**config.mk**
```make
export PLATFORM = sky130hd
export DESIGN_NAME = dst_seq
export DESIGN_NICKNAME = d
export VERILOG_FILES = /design/src/rtl/dst_log_mem.v /design/src/rtl/dst_seq.v
export VERILOG_INCLUDE_DIRS = /design/src /design/src/rtl
export SDC_FILE = /design/constraint.sdc
export NUM_CORES = 1
export LEC_CHECK = 0
export BUFFER_PORTS_ARGS = -buffer_cell sky130_fd_sc_hd__buf_2
export CORE_MARGIN = 3
export CORE_UTILIZATION = 35
export DETAILED_ROUTE_END_ITERATION = 10
export GPL_ROUTABILITY_DRIVEN = 1
export PLACE_DENSITY = 0.53
export SLEW_MARGIN = 20
export SYNTH_ARGS = -nofsm -noshare
export SYNTH_HDL_FRONTEND = slang
export SYNTH_SLANG_ARGS = --single-unit
```
**constraint.sdc**
```tcl
create_clock -name clk -period 6.16 [get_ports clk]
set_input_delay 1.232 -clock clk [delete_from_list [all_inputs] [get_ports clk]]
set_output_delay 1.232 -clock clk [all_outputs]
set_load 0.01 [all_outputs]
```
**src/rtl/dst_defs.vh**
```
// Constants, command codes, sense codes and register map for the drive self-test sequencer
`ifndef DST_DEFS_VH
`define DST_DEFS_VH

// ----------------------------------------
// APB register offsets
// ----------------------------------------
`define DST_REG_CMD        12'h000
`define DST_REG_CMD_ARG    12'h004
`define DST_REG_RESP       12'h008
`define DST_REG_STATUS     12'h00c
`define DST_REG_EXT_TIME   12'h010
`define DST_REG_MEDIA      12'h014
`define DST_REG_WORK       12'h018
`define DST_REG_LOG_SEL    12'h01c
`define DST_REG_LOG_DATA   12'h020
`define DST_REG_LOG_COUNT  12'h024

// ----------------------------------------
// Command classes written to the command register
// ----------------------------------------
`define DST_CMD_SEND_DIAG  4'h1
`define DST_CMD_INQUIRY    4'h2
`define DST_CMD_RPT_LUNS   4'h3
`define DST_CMD_REQ_SENSE  4'h4
`define DST_CMD_WBUF_DL    4'h5
`define DST_CMD_FORMAT     4'h6
`define DST_CMD_START_STOP 4'h7
`define DST_CMD_OTHER      4'h8
`define DST_CMD_ABORT_TMF  4'h9
`define DST_CMD_DONE       4'ha

// ----------------------------------------
// Function codes
// ----------------------------------------
`define DST_FC_NONE        3'h0
`define DST_FC_BG_SHORT    3'h1
`define DST_FC_BG_EXT      3'h2
`define DST_FC_ABORT_BG    3'h4
`define DST_FC_FG_SHORT    3'h5
`define DST_FC_FG_EXT      3'h6

// ----------------------------------------
// Status, sense keys and codes
// ----------------------------------------
`define DST_ST_GOOD        2'h0
`define DST_ST_CHECK       2'h1
`define DST_ST_SERVE       2'h2
`define DST_SK_NONE        4'h0
`define DST_SK_NOT_READY   4'h2
`define DST_SK_HW_ERROR    4'h4
`define DST_SK_ABORTED     4'hb
`define DST_ASC_IN_PROG    16'h0409
`define DST_ASC_FAILED     16'h3e03
`define DST_ASC_NONE       16'h0000

// ----------------------------------------
// Log result codes and segment numbers
// ----------------------------------------
`define DST_RES_OK         4'h0
`define DST_RES_ABORT_BG   4'h1
`define DST_RES_ABORT_TMF  4'h2
`define DST_RES_FAIL_SEG   4'h7
`define DST_RES_RUNNING    4'hf
`define DST_SEG_FIRST      4'h1
`define DST_SEG_DIAG       4'h2
`define DST_SEG_FORMAT     4'h4
`define DST_SEG_RAND       4'h6
`define DST_SEG_SEQ        4'h7
`define DST_SEG_LAST       4'h8

// ----------------------------------------
// Work unit codes issued to the drive engine
// ----------------------------------------
`define DST_OP_NONE        4'h0
`define DST_OP_READY       4'h1
`define DST_OP_SPIN        4'h2
`define DST_OP_WRC_HEAD    4'h3
`define DST_OP_SEEK        4'h4
`define DST_OP_SMART       4'h5
`define DST_OP_FMT_CHECK   4'h6
`define DST_OP_HEAD_RW     4'h7
`define DST_OP_RAND_VFY    4'h8
`define DST_OP_SEQ_FIRST   4'h9
`define DST_OP_SEQ_LAST    4'ha
`define DST_OP_SEQ_ALL     4'hb

// ----------------------------------------
// Counts and timing
// ----------------------------------------
`define DST_SEEK_COUNT     16'd256
`define DST_RAND_COUNT     16'd4000
`define DST_EXT_TIME_MAX   16'hffff
`define DST_EXT_MAX_SEC    65
`define DST_SUSPEND_MS     2000
`define DST_CLK_KHZ        125000
`define DST_LOG_DEPTH      20

`endif

```
**src/rtl/dst_log_mem.v**
```verilog
// Circular results log memory with registered read data
`timescale 1ns/10ps
module dst_log_mem #(
   parameter DEPTH = 20,
   parameter AW = 5,
   parameter DW = 12
) (
   input wire clk,
   input wire we,
   input wire [AW-1:0] waddr,
   input wire [DW-1:0] wdata,
   input wire [AW-1:0] raddr,
   output reg [DW-1:0] rdata
);
   reg [DW-1:0] mem [0:DEPTH-1];

   always @(posedge clk) begin
      if (we) begin
         mem[waddr] <= wdata;
      end
      rdata <= mem[raddr];
   end
endmodule

```
**src/rtl/dst_seq.v**
```verilog
// Drive self-test sequencer with APB register access
//
// The implementer's own choices: the address map and the APB slave port.
`timescale 1ns/10ps
`include "dst_defs.vh"
module dst_seq #(
   parameter EXT_MINUTES_SEC = 16'd120,
   parameter SUSPEND_CYCLES = `DST_SUSPEND_MS * `DST_CLK_KHZ,
   parameter LOG_DEPTH = `DST_LOG_DEPTH,
   parameter HEADS = 4'd8
) (
   input wire clk,
   input wire rst_b,
   input wire psel,
   input wire penable,
   input wire pwrite,
   input wire [11:0] paddr,
   input wire [31:0] pwdata,
   output reg [31:0] prdata,
   output wire pready,
   output wire pslverr,
   output reg [3:0] work_op,
   output reg [15:0] work_arg,
   output reg work_start,
   input wire work_done,
   input wire work_fail
);
   localparam ST_IDLE = 3'd0;
   localparam ST_LOG_INIT = 3'd1;
   localparam ST_ISSUE = 3'd2;
   localparam ST_WAIT = 3'd3;
   localparam ST_SUSP = 3'd4;
   localparam ST_FINISH = 3'd5;
   localparam [31:0] SUSP_LIM = SUSPEND_CYCLES;

   // ----------------------------------------
   // Sequencer state
   // ----------------------------------------
   reg [2:0] st_q;
   reg fg_q;
   reg ext_q;
   reg dflt_q;
   reg [2:0] fc_q;
   reg [3:0] seg_q;
   reg [3:0] sub_q;
   reg [15:0] cnt_q;
   reg fail_q;
   reg [3:0] res_q;
   reg fmt_corrupt_q;
   reg [15:0] ext_time_q;
   reg [1:0] rsp_st_q;
   reg [3:0] rsp_sk_q;
   reg [15:0] rsp_asc_q;
   reg rsp_valid_q;
   reg [15:0] prog_q;
   reg [31:0] susp_cnt_q;
   reg susp_late_q;
   reg [3:0] cmd_arg_q;
   reg [4:0] log_wptr_q;
   reg [4:0] log_cnt_q;
   reg [4:0] log_sel_q;
   reg [1:0] done_hold_q; // Engine answer {fail, done} caught in a command cycle
   reg log_we;
   reg [11:0] log_wdata;
   wire [11:0] log_rdata;

   wire wr = psel && penable && pwrite;
   wire busy = (st_q != ST_IDLE);
   assign pready = 1'b1;
   assign pslverr = 1'b0;

   // Class of a test request by function code
   function is_test_fc;
      input [2:0] fc;
      begin
         is_test_fc = (fc == `DST_FC_BG_SHORT) || (fc == `DST_FC_BG_EXT) ||
            (fc == `DST_FC_FG_SHORT) || (fc == `DST_FC_FG_EXT);
      end
   endfunction

   // Work unit of a segment step; sub counts steps inside a segment
   function [3:0] seg_op;
      input [3:0] seg;
      input [3:0] sub;
      input ext;
      begin
         case (seg)
            `DST_SEG_FIRST: seg_op = `DST_OP_READY;
            `DST_SEG_DIAG: seg_op = (sub == 4'h0) ? `DST_OP_SPIN :
               (sub == 4'h1) ? `DST_OP_WRC_HEAD : `DST_OP_SEEK;
            4'h3: seg_op = `DST_OP_SMART;
            `DST_SEG_FORMAT: seg_op = `DST_OP_FMT_CHECK;
            4'h5: seg_op = `DST_OP_HEAD_RW;
            `DST_SEG_RAND: seg_op = `DST_OP_RAND_VFY;
            `DST_SEG_SEQ: seg_op = ext ? `DST_OP_SEQ_ALL :
               ((sub == 4'h0) ? `DST_OP_SEQ_FIRST : `DST_OP_SEQ_LAST);
            `DST_SEG_LAST: seg_op = `DST_OP_SMART;
            default: seg_op = `DST_OP_NONE;
         endcase
      end
   endfunction

   // Repeats of the current step
   function [15:0] rep_count;
      input [3:0] op;
      begin
         case (op)
            `DST_OP_WRC_HEAD, `DST_OP_HEAD_RW: rep_count = {12'h000, HEADS};
            `DST_OP_SEEK: rep_count = `DST_SEEK_COUNT;
            `DST_OP_RAND_VFY: rep_count = `DST_RAND_COUNT;
            default: rep_count = 16'h0001;
         endcase
      end
   endfunction

   // Last step inside a segment
   function last_sub;
      input [3:0] seg;
      input [3:0] sub;
      input ext;
      begin
         last_sub = (seg == `DST_SEG_DIAG) ? (sub == 4'h2) :
            ((seg == `DST_SEG_SEQ) && !ext) ? (sub == 4'h1) : 1'b1;
      end
   endfunction

   wire [3:0] cur_op = seg_op(seg_q, sub_q, ext_q);
   wire [2:0] new_fc = pwdata[2:0];
   wire new_sel = pwdata[3];

   // ----------------------------------------
   // Command handling and sequencing
   // ----------------------------------------
   always @(posedge clk or negedge rst_b) begin
      if (!rst_b) begin
         st_q <= ST_IDLE;
         fg_q <= 1'b0;
         ext_q <= 1'b0;
         dflt_q <= 1'b0;
         fc_q <= `DST_FC_NONE;
         seg_q <= 4'h0;
         sub_q <= 4'h0;
         cnt_q <= 16'h0000;
         fail_q <= 1'b0;
         res_q <= `DST_RES_OK;
         fmt_corrupt_q <= 1'b0;
         ext_time_q <= 16'h0000;
         rsp_st_q <= `DST_ST_GOOD;
         rsp_sk_q <= `DST_SK_NONE;
         rsp_asc_q <= `DST_ASC_NONE;
         rsp_valid_q <= 1'b0;
         prog_q <= 16'h0000;
         susp_cnt_q <= 32'h0;
         susp_late_q <= 1'b0;
         cmd_arg_q <= 4'h0;
         work_op <= `DST_OP_NONE;
         work_arg <= 16'h0000;
         work_start <= 1'b0;
         log_wptr_q <= 5'h00;
         log_cnt_q <= 5'h00;
         log_sel_q <= 5'h00;
         done_hold_q <= 2'h0;
         log_we <= 1'b0;
         log_wdata <= 12'h000;
      end else begin
         work_start <= 1'b0;
         log_we <= 1'b0;
         // Expected extended duration, saturating to ffff once EXT_MINUTES_SEC reaches DST_EXT_MAX_SEC
         ext_time_q <= (EXT_MINUTES_SEC >= `DST_EXT_MAX_SEC) ? `DST_EXT_TIME_MAX : EXT_MINUTES_SEC;
         prog_q <= {seg_q, sub_q, 8'h00};
         if (wr && paddr == `DST_REG_MEDIA) begin
            fmt_corrupt_q <= pwdata[0];
         end else if (wr && paddr == `DST_REG_LOG_SEL) begin
            log_sel_q <= pwdata[4:0];
         end else if (wr && paddr == `DST_REG_CMD_ARG) begin
            cmd_arg_q <= pwdata[3:0];
         end
         if (st_q == ST_WAIT && susp_cnt_q != SUSP_LIM) begin
            susp_cnt_q <= susp_cnt_q + 32'h1;
         end
         // Advance the log slot on the same edge that writes the final entry
         if (log_we && st_q == ST_IDLE) begin
            log_wptr_q <= (log_wptr_q == LOG_DEPTH - 1) ? 5'h00 : log_wptr_q + 5'h01;
            if (log_cnt_q != LOG_DEPTH) begin
               log_cnt_q <= log_cnt_q + 5'h01;
            end
         end
         if (wr && paddr == `DST_REG_CMD) begin
            done_hold_q <= (work_done && st_q == ST_WAIT) ? {work_fail, 1'b1} : done_hold_q;
            rsp_valid_q <= 1'b1;
            rsp_st_q <= `DST_ST_GOOD;
            rsp_sk_q <= `DST_SK_NONE;
            rsp_asc_q <= `DST_ASC_NONE;
            if (pwdata[7:4] == `DST_CMD_ABORT_TMF && busy && fg_q) begin
               res_q <= `DST_RES_ABORT_TMF;
               st_q <= ST_FINISH;
               rsp_st_q <= `DST_ST_CHECK;
               rsp_sk_q <= `DST_SK_ABORTED;
            end else if (pwdata[7:4] == `DST_CMD_REQ_SENSE) begin
               if (busy && !fail_q) begin
                  rsp_sk_q <= `DST_SK_NOT_READY;
                  rsp_asc_q <= `DST_ASC_IN_PROG;
               end
            end else if (pwdata[7:4] == `DST_CMD_INQUIRY || pwdata[7:4] == `DST_CMD_RPT_LUNS) begin
               rsp_st_q <= `DST_ST_GOOD;
            end else if (busy && fg_q) begin
               rsp_st_q <= `DST_ST_CHECK;
               rsp_sk_q <= `DST_SK_NOT_READY;
               rsp_asc_q <= `DST_ASC_IN_PROG;
            end else if (busy && !fg_q) begin
               if (pwdata[7:4] == `DST_CMD_SEND_DIAG && (new_sel ||
                     (new_fc != `DST_FC_NONE && new_fc != `DST_FC_ABORT_BG))) begin
                  rsp_st_q <= `DST_ST_CHECK;
                  rsp_sk_q <= `DST_SK_NOT_READY;
                  rsp_asc_q <= `DST_ASC_IN_PROG;
               end else if ((pwdata[7:4] == `DST_CMD_SEND_DIAG && new_fc == `DST_FC_ABORT_BG) ||
                     pwdata[7:4] == `DST_CMD_WBUF_DL || pwdata[7:4] == `DST_CMD_FORMAT ||
                     pwdata[7:4] == `DST_CMD_START_STOP) begin
                  res_q <= `DST_RES_ABORT_BG;
                  st_q <= ST_FINISH;
                  rsp_st_q <= `DST_ST_SERVE;
               end else if (pwdata[7:4] == `DST_CMD_DONE) begin
                  if (st_q == ST_SUSP) begin
                     st_q <= ST_ISSUE;
                  end
               end else if (st_q != ST_SUSP) begin
                  st_q <= ST_SUSP;
                  susp_late_q <= (susp_cnt_q == SUSP_LIM);
                  rsp_st_q <= `DST_ST_SERVE;
               end else begin
                  rsp_st_q <= `DST_ST_SERVE;
               end
            end else if (pwdata[7:4] == `DST_CMD_SEND_DIAG) begin
               if (new_sel) begin
                  dflt_q <= 1'b1;
                  fg_q <= 1'b1;
                  ext_q <= 1'b0;
                  seg_q <= `DST_SEG_DIAG;
                  sub_q <= 4'h0;
                  fail_q <= 1'b0;
                  st_q <= ST_ISSUE;
                  rsp_valid_q <= 1'b0;
               end else if (is_test_fc(new_fc)) begin
                  dflt_q <= 1'b0;
                  fc_q <= new_fc;
                  fg_q <= new_fc[2];
                  ext_q <= new_fc[1];
                  seg_q <= `DST_SEG_FIRST;
                  sub_q <= 4'h0;
                  fail_q <= 1'b0;
                  res_q <= `DST_RES_RUNNING;
                  if (new_fc[2]) begin
                     st_q <= ST_ISSUE;
                     rsp_valid_q <= 1'b0;
                  end else begin
                     st_q <= ST_LOG_INIT;
                  end
               end
            end
         end else begin
            case (st_q)
               ST_LOG_INIT: begin
                  log_we <= 1'b1;
                  log_wdata <= {1'b0, fc_q, `DST_RES_RUNNING, 4'h0};
                  st_q <= ST_ISSUE;
               end
               ST_ISSUE: begin
                  work_op <= cur_op;
                  work_arg <= (cur_op == `DST_OP_SEQ_FIRST) ? 16'd300 :
                     (cur_op == `DST_OP_SEQ_LAST) ? 16'd100 : 16'h0000;
                  cnt_q <= rep_count(cur_op);
                  susp_cnt_q <= 32'h0;
                  done_hold_q <= 2'h0;
                  if (cur_op == `DST_OP_FMT_CHECK && fmt_corrupt_q) begin
                     fail_q <= 1'b1;
                     res_q <= `DST_RES_FAIL_SEG;
                     st_q <= ST_FINISH;
                  end else begin
                     work_start <= 1'b1;
                     st_q <= ST_WAIT;
                  end
               end
               ST_WAIT: begin
                  if (work_done || done_hold_q[0]) begin
                     done_hold_q <= 2'h0;
                     if ((work_done && work_fail) || done_hold_q[1]) begin
                        fail_q <= 1'b1;
                        res_q <= `DST_RES_FAIL_SEG;
                        st_q <= ST_FINISH;
                     end else if (cnt_q != 16'h0001) begin
                        cnt_q <= cnt_q - 16'h0001;
                        work_arg <= work_arg + 16'h0001;
                        work_start <= 1'b1;
                     end else if (!last_sub(seg_q, sub_q, ext_q)) begin
                        sub_q <= sub_q + 4'h1;
                        st_q <= ST_ISSUE;
                     end else if (dflt_q || seg_q == `DST_SEG_LAST) begin
                        res_q <= `DST_RES_OK;
                        st_q <= ST_FINISH;
                     end else begin
                        seg_q <= seg_q + 4'h1;
                        sub_q <= 4'h0;
                        st_q <= ST_ISSUE;
                     end
                  end
               end
               ST_FINISH: begin
                  st_q <= ST_IDLE;
                  work_op <= `DST_OP_NONE;
                  log_we <= !dflt_q;
                  log_wdata <= {1'b0, fc_q, res_q, seg_q};
                  if (fg_q && res_q != `DST_RES_ABORT_TMF) begin
                     rsp_valid_q <= 1'b1;
                     rsp_st_q <= fail_q ? `DST_ST_CHECK : `DST_ST_GOOD;
                     rsp_sk_q <= (fail_q && !dflt_q) ? `DST_SK_HW_ERROR : `DST_SK_NONE;
                     rsp_asc_q <= (fail_q && !dflt_q) ? `DST_ASC_FAILED : `DST_ASC_NONE;
                  end
               end
               default: st_q <= st_q;
            endcase
         end
      end
   end

   // ----------------------------------------
   // Results log storage
   // ----------------------------------------
   dst_log_mem #(
      .DEPTH(LOG_DEPTH),
      .AW(5),
      .DW(12)
   ) u_log (
      .clk(clk),
      .we(log_we),
      .waddr(log_wptr_q),
      .wdata(log_wdata),
      .raddr(log_sel_q),
      .rdata(log_rdata)
   );

   // ----------------------------------------
   // APB read data
   // ----------------------------------------
   always @(posedge clk or negedge rst_b) begin
      if (!rst_b) begin
         prdata <= 32'h0;
      end else if (psel && !penable && !pwrite) begin
         if (paddr == `DST_REG_RESP) begin
            prdata <= {7'h0, rsp_valid_q, rsp_asc_q, rsp_sk_q, 2'h0, rsp_st_q};
         end else if (paddr == `DST_REG_STATUS) begin
            prdata <= {prog_q, 2'h0, susp_late_q, fail_q, seg_q, 1'b0, fg_q, ext_q, dflt_q, 1'b0, st_q};
         end else if (paddr == `DST_REG_EXT_TIME) begin
            prdata <= {16'h0, ext_time_q};
         end else if (paddr == `DST_REG_MEDIA) begin
            prdata <= {31'h0, fmt_corrupt_q};
         end else if (paddr == `DST_REG_WORK) begin
            prdata <= {12'h0, work_op, work_arg};
         end else if (paddr == `DST_REG_LOG_SEL) begin
            prdata <= {27'h0, log_sel_q};
         end else if (paddr == `DST_REG_LOG_DATA) begin
            prdata <= {20'h0, log_rdata};
         end else if (paddr == `DST_REG_LOG_COUNT) begin
            prdata <= {22'h0, log_wptr_q, log_cnt_q};
         end else if (paddr == `DST_REG_CMD_ARG) begin
            prdata <= {28'h0, cmd_arg_q};
         end else begin
            prdata <= 32'h0;
         end
      end
   end
endmodule

```
==> metrics list, run 1 <==
- After synthesis, the share of flip-flops with an asynchronous set or reset is 0.427.
* Setup TNS Final: 0 ns
- The routed design uses roughly 20 mm of met2 wire.
- Critical path class: flop to flop
* Number of H-tree levels: 2
* Number of hold-slack violations in the final timing report: 0
- The worst register-to-register path ends at susp_cnt_q[26].
- Number of core rows: 82
- Final hold analysis gives a worst-case slack of 0.443 ns.
* Area fraction of the dominant cell type after synthesis: 0.367
* Layout cell share with drive strength beyond 1: 0.189
- Among all stages on the critical path, the largest delay is contributed by sky130_fd_sc_hd__or4b_1.
- Number of warnings reported in the yosys synthesis log: 0
- Floorplan die width: ~230 um
* Arrival time of data at the critical path endpoint: between 4 and 5 ns
- Across every metal layer, demand over resource in global routing totals 0.164.
- Clock tree synthesis selected as its root buffer the cell sky130_fd_sc_hd__clkbuf_16.
- In the finished design, the share of the clock period the worst path needs comes to 0.624.
- Clock skew on the completed layout was measured at 0.0573 ns.
- Highest metal layer with signal wires: met4
- After detailed routing, the number of remaining DRC violations is 0.
* I/O pin total: 106
- Entering global routing, the biggest net connects between 150 and 200 pins.
* Synth Cell Area: 0.0180 mm2
- The number of buffers and inverters on the critical path is 1.
- In this run the number of cells on the critical path is 6.
* Crit path launch type: flop
- CTS Hold Bufs: 0
- Total power: ~7100 uW
- Drt wl/cell: 20.8 um
- Share of synthesized area occupied by flip-flops and latches: 0.619
- Post-route met1 wirelength: 20.4 mm
- Number of cells traversed by the worst hold path: 0
* Highest cell delay on the worst timing path: roughly 0.82 ns
- Number of different library cells in the post-synthesis netlist: between 80 and 90
- The worst setup path is captured at a flop.
- At the end of routability-driven placement, the weighted congestion stood at about 0.85.
- LEAKAGE: around 0.0076 uW
* GRT Residual Overflow: 0
* DRT Pass-1 Iters: 5
- Routed via count: roughly 11000
- Setup repair after global routing left no endpoint under its margin.
- Clock tree synthesis found a total of around 400 sinks.
* Die H: roughly 230 um
- Cell taking the most area after synthesis: sky130_fd_sc_hd__edfxtp_1
* Crit-path max FO: 17
- Share of the core filled with cells in the final layout: 0.405
- Synthesized area divided by synthesized cell count: ~13 um2
- In this run the critical register-to-register path is launched from st_q[0].
- Setup violations remaining at the end of the flow were counted as 0.
- CP delay by family, top: simple AND/OR/NAND/NOR gates
- Type of the worst min-delay path: flop to flop
- The most common cell in the synthesized netlist is sky130_fd_sc_hd__edfxtp_1.
- Detail-routed via count per cell: ~5.4
* Final max-slew violation count: 0
* Power per cell area: approximately 350 mW/mm2
- Remaining antenna violation count after routing: 0
- Worst setup path start: st_q[0]
- Post-synthesis instance total: 1365
* Relative slew slack: 0.283
* Number of cells traversed by the worst register-to-register path: 6
- After floorplanning, the core was sized to cover about 0.05 mm2.
- Initial core utilization: 0.356
- Worst skew pair latency: about 0.6 ns
* Number of buffers added by the clock tree synthesis step: between 40 and 50
* Vias in the first global route: 11391
- Timing would allow up to about 260 MHz.
* End point of the critical path: susp_cnt_q[26]
- Setup repair bufs after CTS: 0
* Number of flip-flops and latches in the synthesized netlist: just over 400
* Post-synth EDFFs: between 200 and 250
* Critical path required time: approximately 6.6 ns
* Total detailed-routing wirelength: about 44 mm
- Register-to-register path setup slack: approximately 2.3 ns
- The detailed router finished its first iteration with between 1000 and 1500 violations.
- The clock passes through at most 3 buffers.
- Floorplan die area: approximately 0.054 mm2
* Status: completed
* Clock period minus final worst setup slack: 3.84 ns
* Ranking of synthesized cells by area: sky130_fd_sc_hd__edfxtp_1 37%, sky130_fd_sc_hd__dfrtp_1 24%, sky130_fd_sc_hd__mux4_2 8.3%
- Most frequent cells after synthesis: 220 x sky130_fd_sc_hd__edfxtp_1, 172 x sky130_fd_sc_hd__dfrtp_1, 117 x sky130_fd_sc_hd__nor2_1
- TritonCTS built the clock tree.
- Critical Path, Cell by Cell: inv_1 -> nor2_2 -> o2111ai_1 -> or4b_1 -> or3_1 -> a21oi_1
* Number of port buffers: 77
- The first global-routing pass estimated 68.6 mm of wire.
* Final #Nets: ~1500
* Growth of design area from synthesis to finish: 13.7%
- Top flip-flop cell by instance count after synthesis: sky130_fd_sc_hd__edfxtp_1
- Wire segments on met3 add up to between 2 and 2.5 mm in the final route.
* HPWL after detailed placement: slightly below 30 mm
- Number of max-cap violations: 0
- Worst ir drop on vdd: ~0.00019 V
* Antenna violations before repair: 4
- The number of gates resized after CTS was 0.
- For the pin with the worst max-slew slack, the measured transition is between 1 and 1.5 ns.
* Register clock-pin slew on the reported worst setup and hold paths: ~0.060 ns
==> worst min-delay path by stage <==
stage                         from          to
after floorplan           seg_q[3]  prog_q[15]
after global placement    sub_q[3]  prog_q[11]
after detailed placement  sub_q[3]  prog_q[11]
after CTS                 sub_q[3]  prog_q[11]
after global routing      sub_q[3]  prog_q[11]
final                     sub_q[3]  prog_q[11]
==> cells by family after synthesis <==
kind of cell               after synthesis  synth area share
DFF                                    403             0.619
and+or+nand+nor                        447             0.129
xor gates and xnor gates                50            0.0243
buffers and inverters                  100            0.0231
muxes                                  113             0.112
AOI/OAI and AO/OA                      229            0.0785
other                                    2          0.000418
adders and majority gates               21            0.0146
==> area by class of cell <==
type / count / area (um2)
Antenna cell: 1 / 2.50
Clock buffer: 65 / 1250
Clock inverter: 14 / 165
Fill cell: 4744 / 30000
Inverter: 38 / 143
Multi-Input combinational cell: 865 / 6460
Sequential cell: 403 / 11100
Tap cell: 672 / 841
Timing Repair Buffer: 84 / 457
==> power by group <==
part           internal (uW)  total [uW]  switching (uW)  leakage (uW)
Combinational            403        1120             720       0.00258
Sequential              3130        3450             322       0.00431
Clock                   1460        2550            1090      0.000679
==> layer usage <==
layer / vias up / track usage
met2: 323 / 0.260
met5: - / 0
li1: 5260 / -
met3: 71 / 0.0294
met4: 0 / 0.0516
met1: 5809 / 0.230
==> layout by cell type (no fill, tap or decap), types with 38 or more instances in the layout <==
master / synthesis / routed
sky130_fd_sc_hd__edfxtp_1: 220 / 220
sky130_fd_sc_hd__dfrtp_1: 172 / 170
sky130_fd_sc_hd__nor2_1: 117 / 116
sky130_fd_sc_hd__nand2_1: 101 / 101
sky130_fd_sc_hd__o21ai_0: 76 / 76
sky130_fd_sc_hd__buf_2: 10 / 76
sky130_fd_sc_hd__mux4_2: 66 / 66
sky130_fd_sc_hd__a21oi_1: 65 / 65
sky130_fd_sc_hd__clkbuf_16: 0 / 44
sky130_fd_sc_hd__nand3_1: 43 / 43
sky130_fd_sc_hd__mux2_2: 39 / 39
sky130_fd_sc_hd__inv_1: 38 / 38
==> registers in the layout, summed over array words and instances (netlist names), 3 cells and up <==
name,flops
cmd_arg_q,4
cnt_q,16
fc_q,3
log_cnt_q,5
log_sel_q,5
log_wdata,11
log_wptr_q,5
prdata,29
prog_q,8
res_q,4
rsp_sk_q,3
seg_q,4
st_q,3
sub_q,4
susp_cnt_q,32
u_log.mem,220
u_log.rdata,11
work_arg,16
work_op,4
==> stage by stage <==
| stage | instances | setup slack [ns] | instance area (um2) |
|---|---|---|---|
| after floorplan | 1368 | 2.95 | 18000 |
| after global placement | 2062 | 2.05 | 19000 |
| after detailed placement | 2062 | 2.01 | 19000 |
| after CTS | 2141 | 2.29 | 20500 |
| after global routing | 2142 | 2.04 | 20500 |
| final | 2142 | 2.32 | 20500 |
Note: power is estimated with default switching activity, not from simulation.
==> run 2, diff against run 1 <==
- PLACE_DENSITY: 0.53 -> 0.55
- clock period: 6.16 -> 3.4 ns (I/O delays scaled with it)
==> metrics list, run 2 (synthesis results as in run 1) <==
- Fraction of the cycle the final worst path needs: 0.864 (+0.240)
- Number of hold-slack violations in the final timing report: 0 (unchanged)
- The via count of the routed design was 11553 (+0.79%).
* Total power: 13200 uW (+85%)
- The number of cells in the design after placement is 2092 (+1.5%).
- Number of gates given a new drive strength after cts: 0 (unchanged)
- Root Buffer: sky130_fd_sc_hd__clkbuf_16
- The starting density of the core came to 0.356 (unchanged).
- Reg-to-reg critical path startpoint: seg_q[1]
- The combinational fraction of design power came to 0.165 (+0.007).
- The row count was 82 (unchanged).
* Clock power frac: 0.362 (+0.004)
* F_max: 340 MHz (+31%)
- Status: completed
* CTS Hold Bufs: 0 (unchanged)
- Global-route wire length before repair: 70.4 mm (+2.7%)
- Number of port buffers: 77 (unchanged)
- The layout net count is 1539 (+2.1%).
* Antenna violations before repair: 5 (+1)
* Number of flip-flops under the largest register name: 220 (unchanged)
- Switching part of the total: 0.296 (-0.00260)
* Final max-slew violation count: 0 (unchanged)
- I/O pin total: 106 (unchanged)
- Drt wl/cell: 21.2 um (+1.9%)
- Register clock-pin slew on the reported worst setup and hold paths: 0.06 ns (about the same)
- Total number of clock tree sinks: 403 (unchanged)
* Relative slew slack: 0.425 (+0.142)
* Vias in the first global route: 11475 (+0.74%)
* Fin worst setup slack: 0.461 ns (-1.85 ns)
* Part of the total power dissipated in sequential elements: 0.474 (-0.010)
- The share of post-route cells with drive strength above 1 is 0.205 (+0.0160).
* # setup viols final: 0 (unchanged)
* Critical path class: flop to flop
- Number of max-cap violations: 0 (unchanged)
- The transition time at the pin with the least slew margin came to 0.863 ns (-0.209 ns).
- Die H: 233 um (unchanged)
- Drt initial violations: 996 (-1.1%)
- The maximum level of the CTS H-tree came to 2 (unchanged).
- Share of the core filled with cells in the final layout: 0.411 (+0.00570)
- The count of fill cells added during filler insertion came to 4732 (-0.25%).
* Crit-path max FO: 8 (-9)
- From synthesis to final layout, the design area changed by 15.3%.
* Register name with the most flops: u_log.mem
* Clock period minus final worst setup slack: 2.94 ns (-0.906 ns)
* LEAKAGE: 0.00774 uW (+2.3%)
- Most common cell after layout, fill and taps aside: sky130_fd_sc_hd__edfxtp_1
- Detail-routed via count per cell: 5.32 (-0.56%)
* Non-filler cells in the finished layout: 2171 (+1.4%)
- GRT Residual Overflow: 0 (unchanged)
- The data required time of the worst path is 3.84 ns (-2.79 ns).
- TritonCTS built the clock tree.
- The width of the die was 233 um (unchanged).
- The worst-skew pair later-pin latency came to 0.59 ns (about the same).
* Floorplan die area: 0.0541 mm2 (unchanged)
- The data arrival time at the worst-slack endpoint was 3.38 ns (-0.94 ns).
* RSZ-0062 raised after global routing: false
- The core footprint was 0.0505 mm2 (unchanged).
- Worst ir drop on vdd: 0.000367 V (+90%)
- The setup fix buffers added after clock tree synthesis was 0 (unchanged).
* Overall fraction of global-route tracks in use: 0.171 (+0.00685)
- The total power per unit cell area is 635 mW/mm2 (+82%).
* Remaining antenna violation count after routing: 0 (unchanged)
* Crit path capture type: flop
* Number of buffers added by the clock tree synthesis step: 45 (+2.3%)
- The buffer depth of the longest clock path is 3 (unchanged).
* Type of the worst min-delay path: input port to async pin
- The post-placement worst setup slack is 0.359 ns (-1.65 ns).
- The number of cells traversed by the worst register-to-register path was 9 (+3).
- Pin count of the biggest net entering global routing: 71 (-59%)
* Worst setup skew after layout: 0.0363 ns (-0.0211 ns)
- Crit path launch type: flop
- The largest registers in the layout are u_log.mem (220), susp_cnt_q (32), prdata (29).
- The DRC violations left came to 0 (unchanged).
- Last weighted congestion value of the routability-driven placer: 0.850 (+0.27%)
- Register-to-register path setup slack: 0.46 ns (-1.85 ns)
- The number of optimization iterations in the first detailed-route pass is 5 (unchanged).
- The design internal power is 9270 uW (+86%).
- The final wirelength came to 46.0 mm (+3.3%).
- In this run the critical register-to-register path is captured at res_q[0].
* Setup TNS Final: 0 ns (unchanged)
- Net Sw Power: 3900 uW (+83%)
- HPWL after detailed placement: 31.3 mm (+5.1%)
- The library cells used most frequently in the layout, excluding fill and tap cells, are 220 x sky130_fd_sc_hd__edfxtp_1, 170 x sky130_fd_sc_hd__dfrtp_1, 116 x sky130_fd_sc_hd__nor2_1.
[run 2: cell count changes in the layout (fill, tap and decap cells not counted), moves of 3 or more]
cell | before | now
sky130_fd_sc_hd__clkbuf_1 | 14 | 11
sky130_fd_sc_hd__clkbuf_8 | 7 | 2
sky130_fd_sc_hd__buf_4 | 6 | 33
sky130_fd_sc_hd__bufinv_16 | 1 | 4
sky130_fd_sc_hd__buf_12 | 1 | 4
[run 2: worst max-delay path, stage by stage (launching register included)]
cell                        delay [ns]
sky130_fd_sc_hd__dfrtp_1          0.54
sky130_fd_sc_hd__inv_1            0.11
sky130_fd_sc_hd__ha_1             0.24
sky130_fd_sc_hd__and3b_1          0.22
sky130_fd_sc_hd__a31oi_1          0.15
sky130_fd_sc_hd__nand4_1          0.30
sky130_fd_sc_hd__or2_2            0.43
sky130_fd_sc_hd__a2bb2oi_1        0.18
sky130_fd_sc_hd__nand4_1          0.25
sky130_fd_sc_hd__mux2_1           0.38
[run 2: power by group through the flow]
stage | clock network (uW) | registers (uW) | logic (uW)
6_report | 4760 | 6240 | 2170
5_1_grt | 5050 | 6300 | 2450
4_1_cts | 4870 | 6240 | 2180
3_5_place_dp | 0 | 6340 | 2170
3_3_place_gp | 0 | 6310 | 2140
2_1_floorplan | 0 | 6070 | 1460
[run 2: worst max path at each step]
stage,cells past startpoint,end,from
after floorplan,8,fc_q[0],paddr[3]
after global placement,8,res_q[0],paddr[3]
after detailed placement,8,res_q[0],paddr[7]
after CTS,9,res_q[0],seg_q[1]
after global routing,9,res_q[0],seg_q[0]
final,9,res_q[0],seg_q[1]
[run 2: cell type report]
cell class                      instances  area, um2  share of cell area
Multi-Input combinational cell        865       6460               0.312
Inverter                               38        143             0.00688
Tap cell                              672        841              0.0405
Clock buffer                           58       1190              0.0576
Timing Repair Buffer                  114        719              0.0347
Sequential cell                       403      11100               0.537
Antenna cell                            3       7.51            0.000362
Clock inverter                         18        235              0.0113
[run 2: metrics by stage]
| stage | area, um2 | hold slack [ns] |
|---|---|---|
| after floorplan | 18000 | 0.349 |
| after global placement | 19300 | 0.410 |
| after detailed placement | 19300 | 0.426 |
| after CTS | 20700 | 0.137 |
| after global routing | 20700 | 0.168 |
| final | 20700 | 0.133 |
[run 2: metal layers]
metal	up-vias	routed length [um]	track usage
li1	5330	-	-
met1	5857	21300	0.244
met2	299	21400	0.269
met3	67	2320	0.0298
met4	0	955	0.0472
met5	-	0	0
==> run 3, diff against run 2 <==
- BUFFER_PORTS_ARGS: -buffer_cell sky130_fd_sc_hd__buf_2 -> -buffer_cell sky130_fd_sc_hd__buf_4
- RECOVER_POWER: default -> 100
- SLEW_MARGIN: 20 -> default
==> metrics list, run 3 (synthesis results as in run 1) <==
- CTS placed an instance of sky130_fd_sc_hd__clkbuf_16 at the clock tree root.
- The hold-fix buffer count after cts is 0 (unchanged).
- The checks that failed: max-capacitance violations, max-slew violations.
- The global placement routability congestion is 0.837 (-1.4%).
* F_max: 331 MHz (-2.7%)
* Number of buffers added by the clock tree synthesis step: 44 (-2.2%)
* Biggest regs: u_log.mem (220), susp_cnt_q (32), prdata (29)
* Number of placed instances with taps included: 2093 (+0.048%)
- The worst setup path is launched from a flop.
- Register clock-pin slew on the reported worst setup and hold paths: 0.06 ns (about the same)
* Number of core rows: 82 (unchanged)
- Global-route wire length before repair: 70.8 mm (+0.60%)
- CTS tree: built
- Register name with the most flops: u_log.mem
- Floorplan die area: 0.0541 mm2 (unchanged)
- The final period utilization came to 0.888 (+0.0237).
* # setup viols final: 0 (unchanged)
- The number of ports placed on the die boundary was 106 (unchanged).
- The largest stage delay on the critical path is 0.86 ns (+0.32 ns).
* CP Buf/Inv Count: 1 (unchanged)
* Relative slew slack: -0.101 (-0.526)
- The detail-routed via count per cell is 5.32 (about the same).
- The maximum fanout count along the critical path was 30 (+22).
- For this design, the slowest cell found on the critical path is sky130_fd_sc_hd__buf_2.
* Drt wl/cell: 21.3 um (+0.52%)
- Die H: 233 um (unchanged)
* Worst ir drop on vdd: 0.000335 V (-8.7%)
- Status: complete, but fails checks
- Most common cell after layout, fill and taps aside: sky130_fd_sc_hd__edfxtp_1
- The number of optimization iterations in the first detailed-route pass was 5 (unchanged).
* Critical path required time: 3.87 ns (+0.03 ns)
- The number of gates resized after cts is 0 (unchanged).
- The post-detailed-route count of antenna-violating nets came to 0 (unchanged).
* Drt initial violations: 908 (-8.8%)
* Worst setup skew after layout: 0.0345 ns (-0.00180 ns)
- Total detailed-routing wirelength: 46.2 mm (+0.52%)
- Number of hold-slack violations in the final timing report: 0 (unchanged)
* Number of port buffers: 77 (unchanged)
* Floorplan die width: 233 um (unchanged)
- The detailed placement HPWL came to 31.6 mm (+0.77%).
- The total leakage power is 0.00744 uW (-3.9%).
- Most frequent cells in the layout: 220 x sky130_fd_sc_hd__edfxtp_1, 170 x sky130_fd_sc_hd__dfrtp_1, 117 x sky130_fd_sc_hd__nor2_1
- Final #Nets: 1539 (unchanged)
- Number of flip-flops under the largest register name: 220 (unchanged)
* Pin count of the biggest net entering global routing: 68 (-4.2%)
- Setup repair after global routing left no endpoint under its margin.
- The setup total negative slack came to 0 ns (unchanged).
* Non-filler cells in the finished layout: 2171 (unchanged)
* Arrival time of data at the critical path endpoint: 3.49 ns (+0.11 ns)
- Standard cell core area: 0.0505 mm2 (unchanged)
- The count of fill cells added during filler insertion was 4769 (+0.78%).
- The global routing usage summed across all routing layers came to 0.172 (+0.00102).
* Layout cell share with drive strength beyond 1: 0.150 (-0.0549)
- Hold slack final: 0.420 ns (+0.287 ns)
- The worst setup path is captured at a flop.
- The worst-skew pair later-pin latency is 0.59 ns (about the same).
- The critical path goes through buf_2 -> mux4_2 -> mux4_2 -> mux2_2.
- The starting density of the core came to 0.356 (unchanged).
- GRT Residual Overflow: 0 (unchanged)
- Clock period minus final worst setup slack: 3.02 ns (+0.0805 ns)
* Number of max-cap violations: 1 (+1)
- The cell area after layout is 0.0206 mm2 (-0.67%).
- Buffer depth of the longest clock path: 3 (unchanged)
- Number of H-tree levels: 2 (unchanged)
- Relative to the synthesized area, the layout overhead comes to 14.5%.
* Antenna violations before repair: 3 (-2)
* Final max-slew violation count: 63 (+63)
- In this design, the critical path's most frequently occurring cell is sky130_fd_sc_hd__mux4_2.
* Critical path class: flop to flop
* Slew at the pin closest to its max-slew limit: 1.65 ns (+0.788 ns)
* Power per cell area: 638 mW/mm2 (+0.51%)
* Vias in the first global route: 11609 (+1.2%)
- Total number of clock tree sinks: 403 (unchanged)
- Type of the worst min-delay path: input port to flop
- CP delay by family, top: multiplexers
* Total power: 13200 uW (-0.17%)
* Number of remaining DRC errors: 0 (unchanged)
- Setup repair bufs after CTS: 0 (unchanged)
- Routed via count: 11544 (-0.078%)
* Cell area reported after detailed placement: 0.0195 mm2 (+0.96%)
-- run 3: cell types whose count changed in the layout (fill, tap and decap cells not counted), sizes merged --
cell / previous run / this run
bufinv: 4 / 5
inv: 40 / 39
clkinv: 11 / 6
diode: 3 / 2
clkbuf: 58 / 135
buf: 114 / 42
clkinvlp: 1 / 2
-- run 3: worst paths after layout --
check / to / cells after the start / from / slack, ns
setup / recovery: u_log.rdata[2] / 4 / log_sel_q[0] / 0.38
hold / removal: done_hold_q[1] / 3 / work_fail / 0.42
setup reg to reg: u_log.rdata[2] / 4 / log_sel_q[0] / 0.38
hold reg to reg: prog_q[11] / 0 / sub_q[3] / 0.42
max in group asynchronous: log_sel_q[0] / 2 / rst_b / 0.65
min in group asynchronous: log_cnt_q[1] / 1 / rst_b / 0.49
-- run 3: cell type report --
type	count	area, um2	share of cell area
multi-input combinational	865	6420	0.312
antenna	2	5.00	0.000243
timing repair buffer	115	617	0.0299
inverter	38	143	0.00692
tap	672	841	0.0408
clock buffer	62	1200	0.0582
sequential	403	11100	0.541
clock inverter	14	238	0.0115
-- run 3: stage by stage --
step                       util  setup slack, ns
after floorplan               -            0.742
after global placement    0.386            0.343
after detailed placement  0.386            0.256
after CTS                 0.415            0.438
after global routing      0.408            0.132
final                     0.408            0.381
-- run 3: worst min-delay path, stage by stage --
cell	delay, ns
sky130_fd_sc_hd__buf_4	0.13
sky130_fd_sc_hd__nand2_1	0.05
sky130_fd_sc_hd__mux2i_1	0.06
-- run 3: power breakdown --
group / internal (uW) / total (uW) / switching [uW]
clock: 2850 / 4790 / 1940
combinational: 764 / 2120 / 1350
sequential: 5670 / 6250 / 576
-- run 3: layer usage --
metal / routed length (um) / global-route usage / vias up
met4: 1220 / 0.0518 / 0
met5: 0 / 0 / -
li1: - / - / 5332
met1: 21400 / 0.244 / 5846
met3: 2630 / 0.0321 / 64
met2: 20900 / 0.269 / 302
